==> src/verilog/eeprom_led_defs.vh <==
// Register offsets, field positions, reset values and timing counts for the EEPROM port and LED slice
`ifndef EEPROM_LED_DEFS_VH
`define EEPROM_LED_DEFS_VH

// ----------------------------------------------------------------------------
// Register byte offsets (word aligned)
// ----------------------------------------------------------------------------
`define OFS_EEPROM_CTRL      4'h0
`define OFS_LINK_LED         4'h4
`define OFS_LED_SELECT       4'h8

// ----------------------------------------------------------------------------
// eeprom_direct_port_control fields
// ----------------------------------------------------------------------------
`define EE_BIT_DATA          0
`define EE_BIT_SCLK          1
`define EE_BIT_SELECT        2
`define EE_BIT_SHIFT_BUSY    3
`define EE_BIT_ENABLE        4
`define EE_CTRL_RESET        5'h00

// ----------------------------------------------------------------------------
// link_led_state fields
// ----------------------------------------------------------------------------
`define LINK_BIT_STATE       15

// ----------------------------------------------------------------------------
// second_led_function_select fields
// ----------------------------------------------------------------------------
`define LED_BIT_COLLISION    0
`define LED_BIT_JABBER       1
`define LED_BIT_RECEIVE      2
`define LED_BIT_RX_POLARITY  3
`define LED_BIT_TRANSMIT     4
`define LED_BIT_MATCH        5
`define LED_BIT_STRETCH      7
`define LED_BIT_RAW          15
`define LED_SEL_RESET        8'h84

// ----------------------------------------------------------------------------
// Timing
// ----------------------------------------------------------------------------
`define CLK_FREQ_HZ          50000000
`define STRETCH_TIME_US      50
`define STRETCH_CYCLES       ((`STRETCH_TIME_US * (`CLK_FREQ_HZ / 1000000)))

`endif

==> src/verilog/eeprom_led_regs.v <==
// EEPROM direct port control and second LED function select registers on classic Wishbone
//
// What this block does
// - Port disabled: data, clock, select ignored.
// - Shift-busy bit 3 drives pin when enabled.
// - Disabled port keeps last shift-busy value.
// - Bit 2 drives EEPROM chip select.
// - Bit 1 drives EEPROM shift clock.
// - Bit 0 writes data in, reads out.
// - Link register bits 14..0 reserved, read zero.
// - LED shows OR of enabled functions.
// - Reset selects receive activity plus stretcher.
// - Bits 14..8 and 6 read zero.
// - Bit 7 stretches each LED event.
// - Bit 5 limits receive to address matches.
// - Bit 4 adds transmit activity.
// - Enable remaps boot data port low bits.
// - Bits 3..0: polarity, receive, jabber, collision.
`include "eeprom_led_defs.vh"

module eeprom_led_regs #(
  parameter STRETCH_CYCLES = `STRETCH_CYCLES,
  parameter STRETCH_CW     = 12
) (
  input  wire        clk,
  input  wire        arst_n,
  input  wire        ce,
  // Wishbone classic slave
  input  wire        wb_cyc_i,
  input  wire        wb_stb_i,
  input  wire        wb_we_i,
  input  wire [3:0]  wb_adr_i,
  input  wire [3:0]  wb_sel_i,
  input  wire [31:0] wb_dat_i,
  output reg  [31:0] wb_dat_o,
  output reg         wb_ack_o,
  output wire        wb_err_o,
  // Controller state
  input  wire        ctrl_stopped,
  // Serial EEPROM and shift logic pins
  output wire        eeprom_select,
  output wire        serial_clock_pin,
  output wire        serial_data_in_pin,
  input  wire        serial_data_out_pin,
  output wire        shift_busy_pin,
  // Boot memory data port low bits, remapped while enabled
  input  wire [2:0]  boot_memory_data_port_in,
  output wire [2:0]  boot_memory_data_port_out,
  output wire [2:0]  boot_memory_data_port_oe_n,
  // Network activity events (same clock domain)
  input  wire        link_ok,
  input  wire        evt_collision,
  input  wire        evt_jabber,
  input  wire        evt_receive,
  input  wire        evt_receive_match,
  input  wire        evt_rx_polarity_ok,
  input  wire        evt_transmit,
  output reg         second_led_pin
);

  // --------------------------------------------------------------------------
  // Registers
  // --------------------------------------------------------------------------
  reg [4:0] ee_ctrl_r;
  reg [7:0] led_sel_r;
  reg       busy_r;
  wire      ee_data_sync;
  wire      port_en;
  wire      raw_indication_state;
  wire      stretched;
  wire      led_nxt;
  wire      rx_term;

  assign port_en = ee_ctrl_r[`EE_BIT_ENABLE];

  // Data out from the EEPROM is a pin: synchronise before reading
  sync2 #(
    .W (1)
  ) u_do_sync (
    .clk    (clk),
    .arst_n (arst_n),
    .ce     (ce),
    .d      (serial_data_out_pin),
    .q      (ee_data_sync)
  );

  // --------------------------------------------------------------------------
  // Bus decode
  // --------------------------------------------------------------------------
  wire req     = wb_cyc_i & wb_stb_i & ~wb_ack_o;
  wire hit_ee  = (wb_adr_i == `OFS_EEPROM_CTRL);
  wire hit_lnk = (wb_adr_i == `OFS_LINK_LED);
  wire hit_led = (wb_adr_i == `OFS_LED_SELECT);
  wire mapped  = hit_ee | hit_lnk | hit_led;
  // Writes land at the edge where the master samples ack, never earlier
  wire wr_lo   = wb_cyc_i & wb_stb_i & wb_ack_o & wb_we_i & wb_sel_i[0];

  // Unmapped addresses are acked and read zero; error never raised
  assign wb_err_o = 1'b0;

  // Write path; software is expected to write enable only when stopped
  always @(posedge clk or negedge arst_n) begin
    if (!arst_n) begin
      ee_ctrl_r <= `EE_CTRL_RESET;
      led_sel_r <= `LED_SEL_RESET;
    end else if (ce) begin
      if (wr_lo && hit_ee) begin
        ee_ctrl_r <= wb_dat_i[4:0];
      end
      if (wr_lo && hit_led) begin
        // Bit 6 is reserved and stored as zero
        led_sel_r <= {wb_dat_i[7], 1'b0, wb_dat_i[5:0]};
      end
    end
  end

  // Ack one cycle after request, dropped the next cycle
  always @(posedge clk or negedge arst_n) begin
    if (!arst_n) begin
      wb_ack_o <= 1'b0;
    end else if (ce) begin
      wb_ack_o <= req;
    end
  end

  // Read data captured with the ack
  always @(posedge clk or negedge arst_n) begin
    if (!arst_n) begin
      wb_dat_o <= 32'h00000000;
    end else if (ce) begin
      if (req && !wb_we_i) begin
        wb_dat_o <= 32'h00000000;
        if (hit_ee) begin
          wb_dat_o[4:1] <= ee_ctrl_r[4:1];
          wb_dat_o[`EE_BIT_DATA] <= ee_data_sync;
        end else if (hit_lnk) begin
          // Reserved low bits read as zero here
          wb_dat_o[`LINK_BIT_STATE] <= link_ok;
        end else if (hit_led) begin
          wb_dat_o[7:0] <= led_sel_r;
          wb_dat_o[`LED_BIT_RAW] <= raw_indication_state;
        end else if (!mapped) begin
          wb_dat_o <= 32'h00000000;
        end
      end
    end
  end

  // --------------------------------------------------------------------------
  // EEPROM pins
  // --------------------------------------------------------------------------
  // Controls drive only while enabled; low otherwise
  assign eeprom_select      = port_en & ee_ctrl_r[`EE_BIT_SELECT];
  assign serial_clock_pin   = port_en & ee_ctrl_r[`EE_BIT_SCLK];
  assign serial_data_in_pin = port_en & ee_ctrl_r[`EE_BIT_DATA];

  // Shift-busy follows the written bit only in a write that enables the port
  // Any other write leaves it, so a disabled port keeps the last value
  always @(posedge clk or negedge arst_n) begin
    if (!arst_n) begin
      busy_r <= 1'b0;
    end else if (ce) begin
      if (wr_lo && hit_ee && wb_dat_i[`EE_BIT_ENABLE]) begin
        busy_r <= wb_dat_i[`EE_BIT_SHIFT_BUSY];
      end
    end
  end

  assign shift_busy_pin = busy_r;

  // Boot port low bits become clock, data in (driven) and data out (input)
  assign boot_memory_data_port_out  = {1'b0, serial_data_in_pin, serial_clock_pin};
  assign boot_memory_data_port_oe_n = port_en ? 3'b100 : 3'b111;

  // --------------------------------------------------------------------------
  // Second LED
  // --------------------------------------------------------------------------
  // Receive optionally qualified by address match
  assign rx_term = led_sel_r[`LED_BIT_RECEIVE] &
                   (led_sel_r[`LED_BIT_MATCH] ? evt_receive_match : evt_receive);

  // OR of every enabled function
  assign raw_indication_state =
      (led_sel_r[`LED_BIT_COLLISION]   & evt_collision)      |
      (led_sel_r[`LED_BIT_JABBER]      & evt_jabber)         |
      rx_term                                                |
      (led_sel_r[`LED_BIT_RX_POLARITY] & evt_rx_polarity_ok) |
      (led_sel_r[`LED_BIT_TRANSMIT]    & evt_transmit);

  pulse_stretch #(
    .CW     (STRETCH_CW),
    .CYCLES (STRETCH_CYCLES)
  ) u_stretch (
    .clk       (clk),
    .arst_n    (arst_n),
    .ce        (ce),
    .trig      (raw_indication_state),
    .stretched (stretched)
  );

  assign led_nxt = led_sel_r[`LED_BIT_STRETCH] ? stretched : raw_indication_state;

  // Registered LED drive, active high
  always @(posedge clk or negedge arst_n) begin
    if (!arst_n) begin
      second_led_pin <= 1'b0;
    end else if (ce) begin
      second_led_pin <= led_nxt;
    end
  end

  // Unused boot port input bits are kept for pin symmetry
  wire unused_ok = &{1'b0, boot_memory_data_port_in, ctrl_stopped};

endmodule // eeprom_led_regs

==> src/verilog/sync2.v <==
// Two-flop synchroniser for asynchronous pin inputs
module sync2 #(
  parameter W = 1
) (
  input  wire         clk,
  input  wire         arst_n,
  input  wire         ce,
  input  wire [W-1:0] d,
  output wire [W-1:0] q
);
  reg [W-1:0] meta_r;
  reg [W-1:0] stable_r;

  // First stage feeds only the second stage
  always @(posedge clk or negedge arst_n) begin
    if (!arst_n) begin
      meta_r   <= {W{1'b0}};
      stable_r <= {W{1'b0}};
    end else if (ce) begin
      meta_r   <= d;
      stable_r <= meta_r;
    end
  end

  assign q = stable_r;
endmodule // sync2

==> src/verilog/pulse_stretch.v <==
// Retriggerable pulse stretcher for the LED output
module pulse_stretch #(
  parameter CW     = 12,
  parameter CYCLES = 2500
) (
  input  wire clk,
  input  wire arst_n,
  input  wire ce,
  input  wire trig,
  output wire stretched
);
  // Count is cut to the counter width on purpose; CW must hold CYCLES - 1
  localparam integer  LOAD_FULL = CYCLES - 1;
  localparam [CW-1:0] LOAD      = LOAD_FULL[CW-1:0];
  reg [CW-1:0] cnt_r;

  // Reload on every event so a burst keeps the LED lit
  always @(posedge clk or negedge arst_n) begin
    if (!arst_n) begin
      cnt_r <= {CW{1'b0}};
    end else if (ce) begin
      if (trig) begin
        cnt_r <= LOAD;
      end else if (cnt_r != {CW{1'b0}}) begin
        cnt_r <= cnt_r - {{(CW-1){1'b0}}, 1'b1};
      end
    end
  end

  assign stretched = trig | (cnt_r != {CW{1'b0}});
endmodule // pulse_stretch

==> config.mk <==
export PLATFORM = sky130hd
export DESIGN_NAME = eeprom_led_regs
export DESIGN_NICKNAME = d
export VERILOG_FILES = /design/src/verilog/eeprom_led_regs.v /design/src/verilog/sync2.v /design/src/verilog/pulse_stretch.v
export VERILOG_INCLUDE_DIRS = /design/src /design/src/verilog
export SDC_FILE = /design/constraint.sdc
export NUM_CORES = 1
export LEC_CHECK = 0
export BUFFER_PORTS_ARGS = -buffer_cell sky130_fd_sc_hd__buf_2
export CORE_MARGIN = 3
export CORE_UTILIZATION = 46
export DETAILED_ROUTE_END_ITERATION = 10
export HOLD_SLACK_MARGIN = 0.06
export PLACE_DENSITY_LB_ADDON = 0.08
export SLEW_MARGIN = 20
export SYNTH_ARGS = -nofsm -noshare
export SYNTH_HDL_FRONTEND = slang
export SYNTH_HIERARCHICAL = 1
export SYNTH_SLANG_ARGS = --single-unit
==> constraint.sdc <==
create_clock -name clk -period 3.1 [get_ports clk]
set_clock_uncertainty 0.15 [all_clocks]
set_input_delay 0.31 -clock clk [delete_from_list [all_inputs] [get_ports clk]]
set_output_delay 0.31 -clock clk [all_outputs]
set_load 0.05 [all_outputs]
# --- Word level (Yosys, flattened, before mapping) ---
# Cells that the tools add are included.
totals:
  inputBits: 58
  register_bits: 61
op_classes:
  addsub: 1
  reduce_logical: 13
  eq_ne: 2
  n_bitwise: 19
  mux: 11
op_table:
  columns: ["op", "count"]
  rows:
  - ["$mux W12", 2]
  - ["$mux W8", 2]
  - ["$and A1 B1 Y1", 13]
  - ["$reduce_bool A12 Y1", 1]
  - ["$sub A12 B1 Y12 const B", 1]
  - ["$mux W11", 1]
  - ["$reduce_and A2 Y1", 5]
  - ["$mux W5", 1]
  - ["$or A1 B1 Y1", 5]
  - ["$eq A4 B3 Y1 const B", 1]
  - ["$eq A4 B4 Y1 const B", 1]
  - ["$logic_and A1 B1 Y1", 4]
  - ["$logic_not A4 Y1", 1]
  - ["$mux W1", 4]
  - ["$mux W2", 1]
  - ["$reduce_bool A2 Y1", 1]
  - ["$logic_not A1 Y1", 1]
  - ["$not A1 Y1", 1]

# --- Depth between registers and ports, before layout ---
logic_depth:
  depth_word: 8
  ltp_mapped: 7
  depth_no_buf: 6

# --- Cells and area by module ---
# Netlist, hierarchy kept.
by_module_without_submodules:
  columns: ["mod", "cells_each", "area_each_um2", "n_inst", "seq_area_each_um2"]
  rows:
  - ["eeprom_led_regs", 121, 1277.5, 1, 578.1]
  - ["pulse_stretch", 76, 737.0, 1, 300.3]
  - ["sync2", 4, 72.6, 1, 50.0]

# --- Worst setup path before layout ---
# OpenSTA, ideal clock, no wires.
synth_timing:
  kind: "register -> register"
  startpoint: "register led_sel_r[3]"
  endpoint: "register u_stretch.cnt_r[7]"
  arrival_ns: 1.975
  path_stages_with_launch: 8
  required_ns: 2.829
  slack_ns: 0.854
  setup_time_ns: 0.121
  path_cell_list: "dfrtp_1 > a22oi_1 > o211ai_1 > or4b_1 > o41ai_4 > buf_6 > nor2_1 > o22a_1"
synth_between:
  elab_chain_cells: 5
  elab_cells_between_ends: 6
  cone_classes: "mux (1); bitwise (3); reduce/logical (2)"
synth_lines:
  columns: ["element", "line_no", "text"]
  rows:
  - ["start: declaration", "eeprom_led_regs.v:65", "reg [7:0] led_sel_r;"]
  - ["start signal: assignment", "eeprom_led_regs.v:105", "led_sel_r <= `LED_SEL_RESET;"]
  - ["start signal: assignment", "eeprom_led_regs.v:112", "led_sel_r <= {wb_dat_i[7], 1'b0, wb_dat_i[5:0]};"]
  - ["$and A1 B1 Y1 *", "eeprom_led_regs.v:187", "(led_sel_r[`LED_BIT_RX_POLARITY] & evt_rx_polarity_ok) |"]
  - ["$or A1 B1 Y1 * (2 in series)", "eeprom_led_regs.v:184", "(led_sel_r[`LED_BIT_COLLISION] & evt_collision) |"]
  - ["named net raw_indication_state", "eeprom_led_regs.v:69", "wire raw_indication_state;"]
  - ["$reduce_bool A2 Y1 (no source line)", null, null]
  - ["$reduce_and A2 Y1 (no source line)", null, null]
  - ["end signal: assignment", "pulse_stretch.v:20", "cnt_r <= {CW{1'b0}};"]
  - ["end signal: assignment", "pulse_stretch.v:25", "cnt_r <= cnt_r - {{(CW-1){1'b0}}, 1'b1};"]
  - ["end: declaration", "pulse_stretch.v:15", "reg [CW-1:0] cnt_r;"]
# Mark *: on every way through the listed nets, which the timed path passes. The rest lies on a longest branch.
# A chain may end at the register's enable or synchronous reset.

# --- Worst setup path after layout ---
layout_timing:
  startpoint: "register led_sel_r[3]"
  endpoint: "register u_stretch.cnt_r[9]"
# Same word-level chain as after synthesis.

==> results.txt <==
The hold-critical path depth is 3. Of the total power, registers draw 0.474. The data required time at the worst endpoint is 3110 ps. Setup violations remaining at the end of the flow were counted as 0. The post-layout utilization of the core is 0.5547.

The maximum VDD drop is 306.4 µV. The worst-case hold path end point is led_sel_r[7]$_DFFE_PN1P_. The die extent in y came out at 73.36 µm.

In this run the static leakage power is 1.165 nW. The total grt overflow came out at 0. The area growth from synthesis to layout is 10.91%. Power spread over the standard cell area amounts to 523.1 nW/µm². Setup slack on the worst reg-to-reg path comes out at 680 ps. The critical path is of the register to register type. The share of Yosys cell area claimed by the top area cell type came out at 0.4197. The shortest clock period the worst path allows after layout came out at 2417 ps. For the pin with the worst max-slew slack, the measured transition is 830.7 ps.

The top routing layer in use is met4. After detailed routing, the total wire length is 4176 µm. The part of the power in the clock network came out at 0.272. The total via count in the routed design came out at 1550. The endpoint of the worst register-to-register path is u_stretch/cnt_r[9]$_DFFE_PN0P_. The cell type with the highest aggregate area in the netlist is sky130_fd_sc_hd__dfrtp_1. The completed layout was analyzed and its total power is 1.211 mW.

The share of the clock period used by the worst path came out at 0.7797. The worst setup path startpoint is led_sel_r[3]$_DFFE_PN0P_. Dividing the detail-routed via count by the number of cells gives 5.236.

Buffers placed on the I/O ports in this run total 43. Clock tree synthesis found a total of 37 sinks. The worst setup path is launched from a register. The depth of the most critical reg-to-reg path came out at 6. The count of pins on the block boundary is 103. In the detailed route, the total length drawn on met3 is 356 µm.

The number of hold violations in the final report came to 0. In the final timing run, aggregate negative setup slack is 0 ps. The number of violations reported at the end of detailed-routing iteration 0 is 46.

In the routed design, unresolved DRC markers number 0. The pin count of the biggest net entering global routing is 38. In this run the most critical hold path is launched from wb_dat_i[7].

After clock tree synthesis, the clock-pin slew on the worst setup and hold paths is 80 ps. Of the total power, the share spent switching nets is 0.3697. By count the netlist is led by sky130_fd_sc_hd__dfrtp_1 (35), sky130_fd_sc_hd__buf_4 (30), sky130_fd_sc_hd__nor2_1 (15), sky130_fd_sc_hd__o21ai_0 (15). The H-tree level count came out at 2. The total die area came out at 5381 µm². The fmax is 413.7 MHz.

The post-synthesis sequential area ratio came out at 0.4448. The first-pass GRT wire length is 6851 µm. The post-synthesis sequential element count is 37.

The gate count of the mapped netlist is 201. By area the synthesized netlist is led by sky130_fd_sc_hd__dfrtp_1 (42%), sky130_fd_sc_hd__buf_4 (11%), sky130_fd_sc_hd__mux2_2 (5.9%). The standard cell core area came out at 4173 µm². The run finished with clean final reports. For this configuration, the core starts out at a cell density of 0.5002. The number of antenna violations at the first check in global routing was 0. The detailed-route wire length per cell is 14.11 µm. The final max-slew violation count was 0. The met1 wire length came out at 1937 µm. Counting flops with an async set or reset pin after synthesis yields a share of 1.000. For this run, the leading register cell type out of synthesis is sky130_fd_sc_hd__dfrtp_1. Across every metal layer, demand over resource in global routing totals 0.1647. Setup repair after global routing left no endpoint under its margin. The relative contribution of combinational cells to total power is 0.254. The horizontal die dimension is 73.36 µm.

The mapped cell area came out at 2087 µm². The source-to-sink clock delay at the later pin of the worst-skew pair came out at 280 ps. The number of buffers created by CTS is 5. Among all cell types in the netlist, the one instantiated most often is sky130_fd_sc_hd__dfrtp_1. Routability-driven placement finished with a final weighted congestion of 0.7938.

The number of buffers inserted by hold repair at cts is 1. The capturing element type of the critical path is a register. The peak fanout along the critical path came out at 8. The met2 layer wire length in the routed design came out at 1868 µm. The number of antenna diodes came out at 0. The TritonCTS clock tree is built.

The cell sitting at the root of the clock tree is a sky130_fd_sc_hd__clkbuf_8. The number of nets in the layout is 305. The type of the worst min-delay path is input port to register. The warning count from the yosys run is 6. The worst hold slack across all endpoints is 88.08 ps. The floorplan has 23 rows. The worst pin sits at a relative slew slack of 0.4462.

After synthesis, the netlist uses 46 different library cells. The number of nets with antenna violations after routing came out at 0. The per-instance average area after synthesis came out at 10.38 µm². The arrival time of data at the critical path endpoint is 2430 ps. The count of maximum capacitance violations is 0. Of the cells placed in the final design, the portion with a size suffix greater than 1 is 0.3171. The reg-to-reg critical path startpoint is led_sel_r[3]$_DFFE_PN0P_.

The maximum buffer depth of the clock tree came out at 2. The first detailed-routing pass took 4 iterations. The net switching power figure is 0.4476 mW.

The number of resized instances in the post-cts repair step is 0. The HPWL after detailed placement is 3041 µm. The number of setup buffers added after CTS is 0.

After routing the design area is 2315 µm². The total cell area at the placement stage came out at 2218 µm². Cell internal power was estimated by the tool at 0.7632 mW. The number of global-route vias before repair is 1415. The number of flops mapped to enable cells by yosys is 0.
==> flip-flops by register name, summed over array words and instances, names as in the netlist <==
name and cells:
ee_ctrl_r 5, led_sel_r 7, second_led_pin 1, shift_busy_pin 1
u_do_sync/meta_r 1, u_do_sync/q 1, u_stretch/cnt_r 12, wb_ack_o 1
wb_dat_o 8
==> through the flow <==
step | setup slack (ps) | cells
floorplan | 854.0 | 226
global placement | 725.2 | 287
detailed placement | 723.8 | 287
CTS | 726.3 | 296
global route | 567.3 | 296
finish | 682.9 | 296
==> metal layers <==
metal,up-vias,GRT usage
met5,-,0
met4,0,0.04225
met3,2,0.04651
met2,63,0.2532
met1,727,0.2292
li1,758,-
==> how the worst max path moves through the flow <==
| stage | to | slack [ps] |
|---|---|---|
| 2_1_floorplan | u_stretch/cnt_r[7]$_DFFE_PN0P_ | 850 |
| 3_3_place_gp | u_stretch/cnt_r[9]$_DFFE_PN0P_ | 730 |
| 3_5_place_dp | u_stretch/cnt_r[9]$_DFFE_PN0P_ | 720 |
| 4_1_cts | u_stretch/cnt_r[9]$_DFFE_PN0P_ | 730 |
| 5_1_grt | u_stretch/cnt_r[2]$_DFFE_PN0P_ | 570 |
| 6_report | u_stretch/cnt_r[9]$_DFFE_PN0P_ | 680 |
==> power groups by stage <==
stage               Clock (mW)  Sequential (mW)  Combinational [mW]
floorplan                    0            0.639               0.201
global placement             0            0.583               0.306
detailed placement           0            0.583               0.308
CTS                      0.342            0.574               0.309
global route             0.356            0.582               0.333
finish                   0.329            0.574               0.308
==> cell usage in the layout, fill, tap and decap left out, types with 2 or more instances in the layout <==
cell type                  count
sky130_fd_sc_hd__a22oi_1       2
sky130_fd_sc_hd__and2_1        3
sky130_fd_sc_hd__dfstp_2       2
sky130_fd_sc_hd__nor3b_1       2
sky130_fd_sc_hd__dfrtp_1      35
sky130_fd_sc_hd__mux2_2       11
sky130_fd_sc_hd__a31oi_1       2
sky130_fd_sc_hd__clkinv_2      2
sky130_fd_sc_hd__nor4_1        3
sky130_fd_sc_hd__or4_4         3
sky130_fd_sc_hd__conb_1       27
sky130_fd_sc_hd__ha_1          2
sky130_fd_sc_hd__or4_1         2
sky130_fd_sc_hd__o22a_1        2
sky130_fd_sc_hd__o31ai_1       2
sky130_fd_sc_hd__nand3_1       5
sky130_fd_sc_hd__buf_2        43
sky130_fd_sc_hd__nor3_1        9
sky130_fd_sc_hd__nand2_1      11
sky130_fd_sc_hd__a21oi_1       4
sky130_fd_sc_hd__mux2i_1       2
sky130_fd_sc_hd__a221oi_1      5
sky130_fd_sc_hd__clkbuf_8      5
sky130_fd_sc_hd__o21ai_0      15
sky130_fd_sc_hd__buf_4         2
sky130_fd_sc_hd__inv_1         8
sky130_fd_sc_hd__nor2_1       15
==> critical path: stages, from the launching register on <==
cell and delay, ps:
sky130_fd_sc_hd__dfrtp_1 410, sky130_fd_sc_hd__a22oi_1 210, sky130_fd_sc_hd__o211ai_1 160, sky130_fd_sc_hd__or4b_1 560, sky130_fd_sc_hd__o41ai_4 290, sky130_fd_sc_hd__or2_1 360, sky130_fd_sc_hd__o21ai_0 140
==> logic make-up after synthesis <==
kind of cell / count (synthesis) / synth area share
AO/OA/AOI/OAI: 41 / 0.1433
other: 2 / 0.003598
AND/OR/NAND/NOR: 63 / 0.1835
flip-flops: 37 / 0.4448
adder cells (fa/ha/maj): 2 / 0.01199
buffers and inverters: 42 / 0.1367
multiplexers: 14 / 0.07614
==> area by class of cell <==
type | count | area, µm²
fillers | 385 | 1858
multi-input cells | 147 | 967.2
flip-flops and latches | 37 | 928.4
repair buffers | 46 | 240.2
clock buffers | 5 | 68.82
well taps | 50 | 62.56
inverters | 8 | 30.03
clock inverters | 3 | 17.52
No activity file was read; power rests on OpenSTA's default activity.
